`config.mk`:
```
export PLATFORM = sky130hd
export DESIGN_NAME = branch_increment_exec
export DESIGN_NICKNAME = d
export VERILOG_FILES = /design/src/hw/branch_increment_pkg.sv /design/src/hw/branch_increment_exec.sv
export SDC_FILE = /design/constraint.sdc
export NUM_CORES = 1
export LEC_CHECK = 0
export BUFFER_PORTS_ARGS = -buffer_cell sky130_fd_sc_hd__buf_2
export CORE_MARGIN = 5
export CORE_UTILIZATION = 55
export DETAILED_ROUTE_END_ITERATION = 8
export PLACE_DENSITY = 0.76
export SETUP_SLACK_MARGIN = 0.02
export SYNTH_ARGS = -nofsm -noshare
export SYNTH_HDL_FRONTEND = slang
export SYNTH_SLANG_ARGS = --single-unit
```
`constraint.sdc`:
```
create_clock -name clock_in -period 5.2 [get_ports clock_in]
set_input_delay 0.78 -clock clock_in [delete_from_list [all_inputs] [get_ports clock_in]]
set_output_delay 0.78 -clock clock_in [all_outputs]
set_load 0.01 [all_outputs]
```
`src/hw/branch_increment_pkg.sv`:
```
// constants for the branch and increment execution block
package branch_increment_pkg;
	localparam logic [7:0] OP_DEC_BR_REG_MASK = 8'hf8;
	localparam logic [7:0] OP_DEC_BR_REG = 8'hd8;
	localparam logic [7:0] OP_DEC_BR_DIR = 8'hd5;
	localparam logic [7:0] OP_INC_ACC = 8'h04;
	localparam logic [7:0] OP_INC_DIR = 8'h05;
	localparam logic [7:0] OP_INC_IND_MASK = 8'hfe;
	localparam logic [7:0] OP_INC_IND = 8'h06;
	localparam logic [7:0] OP_INC_REG_MASK = 8'hf8;
	localparam logic [7:0] OP_INC_REG = 8'h08;
	localparam logic [7:0] OP_INC_DP = 8'ha3;
	localparam logic [7:0] OP_BIT_SET = 8'h20;
	localparam logic [7:0] OP_BIT_CLR_BR = 8'h10;
	localparam logic [7:0] OP_BIT_CLEAR = 8'h30;
	localparam logic [7:0] OP_CARRY_SET = 8'h40;
	localparam logic [7:0] OP_CARRY_CLEAR = 8'h50;
	localparam logic [7:0] OP_ACC_NONZERO = 8'h70;
	localparam logic [7:0] OP_IND_JUMP = 8'h73;
	localparam logic [15:0] LEN_ONE = 16'h0001;
	localparam logic [15:0] LEN_TWO = 16'h0002;
	localparam logic [15:0] LEN_THREE = 16'h0003;
	localparam logic [1:0] CYCLES_ONE = 2'h1;
	localparam logic [1:0] CYCLES_TWO = 2'h2;
	localparam logic [7:0] BYTE_ONE = 8'h01;
	localparam logic [15:0] PC_RESET = 16'h0000;
	localparam logic [15:0] DP_RESET = 16'h0000;
	localparam logic [7:0] ACC_RESET = 8'h00;
	typedef enum logic [1:0] {
		ST_IDLE = 2'b01,
		ST_WAIT = 2'b10
	} exec_state_t;
endpackage

```
`src/hw/branch_increment_exec.sv`:
```
// execution of decrement/increment and relative/indirect branch instructions
// What this block does
// - decrement-branch-nonzero wraps 00 to ff, branches if result nonzero, no flags.
// - its target is advanced program counter plus signed last-byte displacement.
// - register form is 11011rrr plus displacement, 2 bytes, 2 cycles.
// - decrement/increment on a port read the output latch, not pins.
// - byte increment on accumulator, register, direct, indirect wraps ff to 00.
// - data pointer increment is 16-bit, no flags, 1 byte, 2 cycles.
// - branch-bit-set branches on bit one to pc+3+displacement, bit unchanged.
// - branch-bit-set opcode 00100000, bit address then displacement, 2 cycles.
// - branch-and-clear clears a set bit and branches; zero bit untouched.
// - branch-and-clear on a port bit reads the output latch.
// - branch-carry-set branches on carry one to pc+2+displacement, 2 cycles.
// - indirect jump loads accumulator plus data pointer modulo 65536, opcode 73.
// - indirect jump leaves accumulator, data pointer and flags alone.
// - branch-bit-clear opcode 00110000 branches on bit zero to pc+3+displacement.
// - branch-carry-clear opcode 01010000 branches on carry zero to pc+2+disp.
// - branch-acc-nonzero opcode 01110000 branches when accumulator nonzero.
`timescale 1ns/1ps
module branch_increment_exec
	import branch_increment_pkg::*;
(
	input wire logic clock_in,
	input wire logic reset_n_in,
	input wire logic issue_in,
	input wire logic [7:0] opcode_in,
	input wire logic [7:0] byte2_in,
	input wire logic [7:0] byte3_in,
	input wire logic [7:0] operand_in,
	input wire logic operand_is_port_in,
	input wire logic [7:0] port_latch_in,
	input wire logic bit_value_in,
	input wire logic bit_is_port_in,
	input wire logic bit_latch_in,
	input wire logic carry_in,
	output logic busy_out,
	output logic done_out,
	output logic [15:0] pc_out,
	output logic [7:0] acc_out,
	output logic [15:0] data_pointer_out,
	output logic result_we_out,
	output logic [7:0] result_out,
	output logic bit_clear_out,
	output logic illegal_out
);
	// control state
	exec_state_t state_r;
	exec_state_t state_nxt;
	// architectural registers
	logic [15:0] pc_r;
	logic [15:0] pc_nxt;
	logic [7:0] acc_r;
	logic [7:0] acc_nxt;
	logic [15:0] dp_r;
	logic [15:0] dp_nxt;
	// status and one-cycle pulses
	logic busy_r;
	logic done_r;
	logic done_nxt;
	logic we_r;
	logic we_nxt;
	// result byte to write back
	logic [7:0] res_r;
	logic [7:0] res_nxt;
	logic bclr_r;
	logic bclr_nxt;
	logic ill_r;
	logic ill_nxt;

	// sign extension of a relative displacement
	function automatic logic [15:0] sign_ext8(input logic [7:0] disp);
		sign_ext8 = {{8{disp[7]}}, disp};
	endfunction

	// advanced program counter plus displacement, 16-bit wrap
	function automatic logic [15:0] rel_target(input logic [15:0] pc, input logic [15:0] len,
		input logic [7:0] disp);
		rel_target = pc + len + sign_ext8(disp);
	endfunction

	// byte add and subtract by one, wrapping at the byte boundary
	function automatic logic [7:0] plus_one8(input logic [7:0] v);
		plus_one8 = v + BYTE_ONE;
	endfunction

	function automatic logic [7:0] minus_one8(input logic [7:0] v);
		minus_one8 = v - BYTE_ONE;
	endfunction

	// 16-bit step of the program counter or data pointer, modulo 65536
	function automatic logic [15:0] step16(input logic [15:0] v, input logic [15:0] len);
		step16 = v + len;
	endfunction

	// decrement-branch forms
	wire is_dec_br_reg = (opcode_in & OP_DEC_BR_REG_MASK) == OP_DEC_BR_REG;
	wire is_dec_br_dir = opcode_in == OP_DEC_BR_DIR;

	// increment forms
	wire is_inc_acc = opcode_in == OP_INC_ACC;
	wire is_inc_dir = opcode_in == OP_INC_DIR;
	wire is_inc_ind = (opcode_in & OP_INC_IND_MASK) == OP_INC_IND;
	wire is_inc_reg = (opcode_in & OP_INC_REG_MASK) == OP_INC_REG;
	wire is_inc_dp = opcode_in == OP_INC_DP;

	// branch forms
	wire is_bset = opcode_in == OP_BIT_SET;
	wire is_bclr_br = opcode_in == OP_BIT_CLR_BR;
	wire is_bclear = opcode_in == OP_BIT_CLEAR;
	wire is_cset = opcode_in == OP_CARRY_SET;
	wire is_cclr = opcode_in == OP_CARRY_CLEAR;
	wire is_anz = opcode_in == OP_ACC_NONZERO;
	wire is_ijmp = opcode_in == OP_IND_JUMP;

	// grouped classes
	wire is_dec_br = is_dec_br_reg | is_dec_br_dir;
	wire is_inc_mem = is_inc_dir | is_inc_ind | is_inc_reg;
	wire known = is_dec_br | is_inc_acc | is_inc_mem | is_inc_dp | is_bset | is_bclr_br |
		is_bclear | is_cset | is_cclr | is_anz | is_ijmp;
	// only the acc and memory increments and unknown opcodes finish in one cycle
	wire two_cycle = known & ~is_inc_acc & ~is_inc_mem;

	// original value from the output latch when the operand is a port
	wire [7:0] orig_val = operand_is_port_in ? port_latch_in : operand_in;
	wire orig_bit = bit_is_port_in ? bit_latch_in : bit_value_in;
	wire [7:0] dec_val = minus_one8(orig_val);
	wire [7:0] inc_val = plus_one8(orig_val);
	wire [7:0] acc_inc = plus_one8(acc_r);
	wire [15:0] dp_inc = step16(dp_r, LEN_ONE);

	// targets and sequential addresses
	wire [7:0] dec_disp = is_dec_br_reg ? byte2_in : byte3_in;
	wire [15:0] dec_len = is_dec_br_reg ? LEN_TWO : LEN_THREE;
	wire [15:0] dec_tgt = rel_target(pc_r, dec_len, dec_disp);
	wire [15:0] bit_tgt = rel_target(pc_r, LEN_THREE, byte3_in);
	wire [15:0] short_tgt = rel_target(pc_r, LEN_TWO, byte2_in);
	wire [15:0] ijmp_tgt = {8'h00, acc_r} + dp_r;
	wire [15:0] pc_seq1 = step16(pc_r, LEN_ONE);
	wire [15:0] pc_seq2 = step16(pc_r, LEN_TWO);
	wire [15:0] pc_seq3 = step16(pc_r, LEN_THREE);
	wire [15:0] dec_seq = step16(pc_r, dec_len);

	// branch conditions, one per conditional form
	wire dec_taken = dec_val != 8'h00;
	wire bset_taken = orig_bit;
	wire bclr_br_taken = orig_bit;
	wire bclear_taken = ~orig_bit;
	wire cset_taken = carry_in;
	wire cclr_taken = ~carry_in;
	wire anz_taken = acc_r != 8'h00;

	// next program counter for each conditional form and the memory increments
	wire [15:0] dec_pc = dec_taken ? dec_tgt : dec_seq;
	wire [15:0] bset_pc = bset_taken ? bit_tgt : pc_seq3;
	wire [15:0] bclr_br_pc = bclr_br_taken ? bit_tgt : pc_seq3;
	wire [15:0] bclear_pc = bclear_taken ? bit_tgt : pc_seq3;
	wire [15:0] cset_pc = cset_taken ? short_tgt : pc_seq2;
	wire [15:0] cclr_pc = cclr_taken ? short_tgt : pc_seq2;
	wire [15:0] anz_pc = anz_taken ? short_tgt : pc_seq2;
	wire [15:0] inc_mem_pc = is_inc_dir ? pc_seq2 : pc_seq1;

	always_comb begin
		// defaults: hold registers, pulses low
		state_nxt = state_r;
		pc_nxt = pc_r;
		acc_nxt = acc_r;
		dp_nxt = dp_r;
		done_nxt = 1'b0;
		we_nxt = 1'b0;
		res_nxt = res_r;
		bclr_nxt = 1'b0;
		ill_nxt = 1'b0;
		// issue is only looked at in idle; the wait state refuses it
		unique case (state_r)
			ST_IDLE: begin
				if (issue_in) begin
					ill_nxt = ~known;
					done_nxt = ~two_cycle;
					if (two_cycle) begin
						state_nxt = ST_WAIT;
					end
					if (is_dec_br) begin
						we_nxt = 1'b1;
						res_nxt = dec_val;
						pc_nxt = dec_pc;
					end else if (is_inc_acc) begin
						acc_nxt = acc_inc;
						pc_nxt = pc_seq1;
					end else if (is_inc_mem) begin
						we_nxt = 1'b1;
						res_nxt = inc_val;
						pc_nxt = inc_mem_pc;
					end else if (is_inc_dp) begin
						dp_nxt = dp_inc;
						pc_nxt = pc_seq1;
					end else if (is_bset) begin
						pc_nxt = bset_pc;
					end else if (is_bclr_br) begin
						bclr_nxt = bclr_br_taken;
						pc_nxt = bclr_br_pc;
					end else if (is_bclear) begin
						pc_nxt = bclear_pc;
					end else if (is_cset) begin
						pc_nxt = cset_pc;
					end else if (is_cclr) begin
						pc_nxt = cclr_pc;
					end else if (is_anz) begin
						pc_nxt = anz_pc;
					end else if (is_ijmp) begin
						pc_nxt = ijmp_tgt;
					end else begin
						pc_nxt = pc_seq1;
					end
				end
			end
			// second cycle: finish and return to idle
			ST_WAIT: begin
				state_nxt = ST_IDLE;
				done_nxt = 1'b1;
			end
		endcase
	end

	// state register
	always_ff @(posedge clock_in or negedge reset_n_in) begin
		if (!reset_n_in) begin
			state_r <= ST_IDLE;
		end else begin
			state_r <= state_nxt;
		end
	end

	// program counter
	always_ff @(posedge clock_in or negedge reset_n_in) begin
		if (!reset_n_in) begin
			pc_r <= PC_RESET;
		end else begin
			pc_r <= pc_nxt;
		end
	end

	// accumulator
	always_ff @(posedge clock_in or negedge reset_n_in) begin
		if (!reset_n_in) begin
			acc_r <= ACC_RESET;
		end else begin
			acc_r <= acc_nxt;
		end
	end

	// data pointer
	always_ff @(posedge clock_in or negedge reset_n_in) begin
		if (!reset_n_in) begin
			dp_r <= DP_RESET;
		end else begin
			dp_r <= dp_nxt;
		end
	end

	// result byte
	always_ff @(posedge clock_in or negedge reset_n_in) begin
		if (!reset_n_in) begin
			res_r <= 8'h00;
		end else begin
			res_r <= res_nxt;
		end
	end

	// busy mirrors the wait state
	always_ff @(posedge clock_in or negedge reset_n_in) begin
		if (!reset_n_in) begin
			busy_r <= 1'b0;
		end else begin
			busy_r <= state_nxt == ST_WAIT;
		end
	end

	// completion and write pulses
	always_ff @(posedge clock_in or negedge reset_n_in) begin
		if (!reset_n_in) begin
			done_r <= 1'b0;
			we_r <= 1'b0;
		end else begin
			done_r <= done_nxt;
			we_r <= we_nxt;
		end
	end

	// bit clear and illegal pulses
	always_ff @(posedge clock_in or negedge reset_n_in) begin
		if (!reset_n_in) begin
			bclr_r <= 1'b0;
			ill_r <= 1'b0;
		end else begin
			bclr_r <= bclr_nxt;
			ill_r <= ill_nxt;
		end
	end

	// every output straight from a flop
	assign busy_out = busy_r;
	assign done_out = done_r;
	assign pc_out = pc_r;
	assign acc_out = acc_r;
	assign data_pointer_out = dp_r;
	assign result_we_out = we_r;
	assign result_out = res_r;
	assign bit_clear_out = bclr_r;
	assign illegal_out = ill_r;
endmodule

```
Word level (Yosys, flattened, before mapping) --
Index checks and enable logic that the tools add are counted.
Storage, ports and cells: output and inout port bits 53, flip-flop bits (word level) 55
Cells by class: $add $sub $neg 12, bitwise operators 20, multiplexer cells 45, reduce and logical (&&, ||, !) cells 7, equality and inequality tests 18
Operators with widths (number):
- $mux 16 | 18
- $add 16x16->16 | 3
- $mux 8 | 5
- $add 16x1->16 const B | 2
- $add 16x2->16 const B | 2
- $eq 8x7->1 const B | 4
- $mux 1 | 18
- $add 16x2->16 | 1
- $add 8x1->8 const B | 2
- $add 8x16->16 | 1
- $eq 8x3->1 const B | 2
- $eq 8x6->1 const B | 2
- $eq 8x8->1 const B | 2
- $reduce_bool 8->1 | 2
- $or 1x1->1 | 13
- $eq 8x5->1 const B | 1
- $reduce_and 4->1 | 2
- $sub 8x1->8 const B | 1
- $eq 7x2->1 const B | 1
- $reduce_and 6->1 | 1
- $eq 5x1->1 const B | 1
- $eq 5x5->1 const B | 1
- $not 1->1 | 5
- $eq 2x2->1 const B | 2
- 8 further kinds | 10

Depth between registers and ports, before layout --
depth in word-level cells 18, gate-level depth with buffers 18

Worst setup path before layout --
Ideal clock, no wire load.
path kind input -> register, start input opcode_in[5], end register pc_r[11], in the netlist pc_out[11], data required time 5065 ps, path buffers 2, cell stages on the path 17, setup slack 890 ps, arrival time 4176 ps, cells stage by stage buf_2 -> buf_1 -> and4b_1 -> nand2_1 -> ha_1 -> inv_1 -> ha_1 -> inv_1 -> ha_1 -> a211oi_1 -> o21ai_0 -> a2111o_1 -> a31oi_1 -> a21oi_1 -> xor2_1 -> a211oi_1 -> o31ai_1
On the way: longest elaborated chain between the ends 12
RTL lines:
- start: declaration | RTL line branch_increment_exec.sv:26 | input wire logic [7:0] opcode_in,
- branches (longest 11 deep; another with $add 16x2->16)
- $mux 16 (*) | RTL line branch_increment_exec.sv:182 | if (is_dec_br) begin
- end signal: assignment | RTL line branch_increment_exec.sv:238 | pc_r <= pc_nxt;
- end: declaration | RTL line branch_increment_exec.sv:50 | logic [15:0] pc_r;
Mark *: on every way between the ends. A chain may end at the register's enable or synchronous reset.

Worst setup path after layout --
start register pc_r[4], in the netlist pc_out[4], end register pc_r[15], in the netlist pc_out[15]
On the way: longest elaborated chain between the ends 13
RTL lines:
- $add 16x2->16 | RTL line branch_increment_exec.sv:78, branch_increment_exec.sv:92
- $add 16x16->16 | RTL line branch_increment_exec.sv:78 | rel_target = pc + len + sign_ext8(disp);
- $mux 16 | RTL line branch_increment_exec.sv:159 | wire [15:0] anz_pc = anz_taken ? short_tgt : pc_seq2;
- $mux 16 | RTL line branch_increment_exec.sv:207 | end else if (is_anz) begin
- $mux 16 | RTL line branch_increment_exec.sv:205 | end else if (is_cclr) begin
- $mux 16 | RTL line branch_increment_exec.sv:203 | end else if (is_cset) begin
- $mux 16 | RTL line branch_increment_exec.sv:201 | end else if (is_bclear) begin
- $mux 16 | RTL line branch_increment_exec.sv:198 | end else if (is_bclr_br) begin
- $mux 16 | RTL line branch_increment_exec.sv:196 | end else if (is_bset) begin
- $mux 16 | RTL line branch_increment_exec.sv:193 | end else if (is_inc_dp) begin
- $mux 16 | RTL line branch_increment_exec.sv:189 | end else if (is_inc_mem) begin
- $mux 16 | RTL line branch_increment_exec.sv:186 | end else if (is_inc_acc) begin
- $mux 16 (*) | RTL line branch_increment_exec.sv:182
Every way passes the cells marked *; elsewhere a longest branch is shown, timed or not.

==> flow_summary.yaml <==
status:
  status: "completed"
grt:
  grt_first_pass_wirelength_um: 47300
  grt_max_degree: 56
  grt_pass1_vias: 8698
  grt_usage: 0.332
  grt_overflow: 0
  antenna_found_initial: 0
critical_path:
  start_kind: "flop"
  path_cells: "and4_1, nand4_1, xnor2_1, ha_1, a21oi_1, o21ai_0, a22o_1, a211oi_1, or3b_2, a41oi_1, o221ai_1, o211ai_1"
  worstPathMaxFanout: 14
  arrival_ns: 4.72
  worstSetupPathType: "reg2reg"
  endpoint_kind: "flop"
  cp_slowest_cell: "dfrtp_1"
  max_stage_delay_ns: 0.63
  worstPathRequired_ns: 5.37
die:
  pin_count: 101
  core_sq_um: 15100
  die-area_sq_um: 18000
  die_h_um: 134
  die_w_um: 134
  rows: 45
  initial_core_util: 0.558
detailed_routing:
  drc: 0
  ant_nets: 0
  drt-initial-drc-count: 1336
  wl_um: 30900
  wl_per_cell_um: 22.1
  via_per_inst: 6.77
  num_vias: 9455
  dr.pass1.iters: 6
cts:
  clk_path_buf_depth: 2
  clk_pin_slew_ns: 0.08
  root_buffer: "clkbuf_16"
  clock_latency_ns: 0.32
  cts_htree_levels: 2
  postCtsHoldBufs: 0
  cts_tree: "yes"
  cts_sinks: 55
  post-cts-setup-buffer-count: 0
  cts_buffers: 5
  ctsResizeCount: 0
sta:
  setup_viol: 0
  hold_viol_final: 0
  final-max-slew-violation-count: 0
  tns_ns: 0
  layout_min_cycle_time_ns: 4.55
  finalCritPeriodShare: 0.875
  tightest_slew_ns: 1.41
  finClkSkew_ns: 0.0141
  fmax_mhz: 220
  rsz0062_at_grt: "false"
  setup_ws_ns: 0.651
  maxSlewHeadroom: 0.0564
power:
  total_leakage_power_nw: 4.27
  clockPowerShare: 0.095
  power_frac_seq: 0.154
  p_sw_frac: 0.529
  irDropWorstVdd_mv: 0.284
  power.internal_w: 0.00224
  p_switching_w: 0.00251
  comb_power_share: 0.751
  powerDensity_nw_per_um2: 509
synthesis:
  syn_avg_cell_area_sq_um: 7.44
  ys_ff_latch: 55
  synthDistinctLibCells: 70
  synth-main-ff-cell: "dfrtp_1"
  synthCells: 1137
  async_flop_share: 1.00
  yosysSeqAreaShare: 0.163
  synth_edf_count: 0
  syn-num-nets: 1257
  synth.cell_area_sq_um: 8450
  ys_warn_count: 0
cells_and_area:
  nets: 1328
  instances_no_fill: 1397
  nFillCells: 1455
  diodes: 0
  layout-drive-gt1-share: 0.131
  syn_to_final_growth_pct: 10.4
place:
  port_buffers: 100
  place_ws_ns: 0.540
  dp_cells: 1389
  dp_hpwl_um: 24400
  globalplace.congestion: 1.04
min_path:
  hold_class: "reg2reg"
job:
  maxCapViolCount: 0
-- cell usage in the layout, fill, tap and decap left out, types with 7 or more instances in the layout --
cell type	synthesis	final
a221oi_1	13	13
and2_1	7	7
and3_1	22	22
nor2_1	100	100
a21oi_1	81	81
o22ai_1	12	12
buf_2	8	100
buf_4	0	23
or3_1	8	8
o21ai_0	70	69
mux2i_1	24	24
nand4_1	17	17
xnor2_1	70	70
and4_1	8	8
mux2_2	14	14
a21o_1	21	21
ha_1	68	68
nor2b_1	12	12
a31oi_1	21	21
o21bai_1	8	8
nand2b_1	16	16
o211ai_1	18	18
dfrtp_1	54	54
nor4_1	12	11
o21a_1	12	12
nand3_1	35	35
inv_1	29	29
a211oi_1	25	25
nand2_1	113	113
xor2_1	59	59
o31ai_1	7	7
nor3_1	35	35
-- synth_stat cells (29+ instances only) --
master	n	area, sq um
nand2_1	113	424
nor2_1	100	375
a21oi_1	81	405
o21ai_0	70	350
xnor2_1	70	613
ha_1	68	851
xor2_1	59	517
dfrtp_1	54	1350
clkbuf_1	48	180
nand3_1	35	175
nor3_1	35	175
inv_1	29	109
-- critical path, delay by kind of cell (launching register included) --
family                     cells  cell delay, ns
AOI/OAI and AO/OA              7            1.92
xor gates and xnor gates       1            0.46
adders and majority gates      1            0.40
DFF                            1            0.63
and+or+nand+nor                3            1.00
-- power by group through the flow --
stage	clock network, W	logic [W]	registers, W
2_1_floorplan	0	0.00258	0.000651
3_3_place_gp	0	0.00340	0.000728
3_5_place_dp	0	0.00345	0.000728
4_1_cts	0.000454	0.00347	0.000721
5_1_grt	0.000469	0.00386	0.000745
6_report	0.000451	0.00357	0.000734
-- layout make-up --
type	count	area (sq um)	share of cell area
inverter	29	109	0.0117
multi-input combinational	994	6750	0.723
clock buffer	6	129	0.0138
sequential	55	1380	0.148
timing repair buffer	123	673	0.0721
clock inverter	2	60.1	0.00644
tap	188	235	0.0252
-- kinds of logic (layout without fill, tap and decap cells) --
kind of cell	count (synthesis)	after routing	share of synthesized area
and+or+nand+nor	414	414	0.241
AOI/OAI and AO/OA	341	341	0.265
xor gates and xnor gates	129	129	0.134
buffers and inverters	88	160	0.0404
adders and majority gates	72	72	0.110
DFF	55	55	0.163
muxes	38	38	0.0471
-- final timing paths --
path / slack, ns / endpoint / depth (start not counted) / from
min in group asynchronous: 0.63 / data_pointer_out[5] / 2 / reset_n_in
max in group asynchronous: 4.07 / result_out[3] / 2 / reset_n_in
worst max register to register: 0.65 / pc_out[15] / 12 / pc_out[4]
worst min register to register: 0.49 / result_out[3] / 2 / result_out[3]
worst min-delay path: 0.49 / result_out[3] / 2 / result_out[3]
worst max-delay path: 0.65 / pc_out[15] / 12 / pc_out[4]
-- state kept, by name, summed over array words and instances (netlist names) --
signal	flops
bit_clear_out	1
done_out	1
illegal_out	1
result_out	8
pc_out	16
acc_out	8
state_r	2
result_we_out	1
data_pointer_out	16
busy_out	1
-- per-stage QoR --
stage	instance area [sq um]	power [W]	util	hold WS (ns)
after floorplan	8450	0.00323	-	0.476
after global placement	9140	0.00413	0.604	0.462
after detailed placement	9140	0.00418	0.604	0.474
after CTS	9330	0.00465	0.616	0.492
after global routing	9330	0.00508	0.616	0.529
final	9330	0.00475	0.616	0.494
-- per-layer routing --
layer	up-vias	global-route usage	wire length, um
met5	-	0	0
met4	0	0.137	1410
met3	114	0.0896	3400
met2	551	0.522	13700
met1	4430	0.433	12500
li1	4360	-	-
No activity file was read; power rests on OpenSTA's default activity.
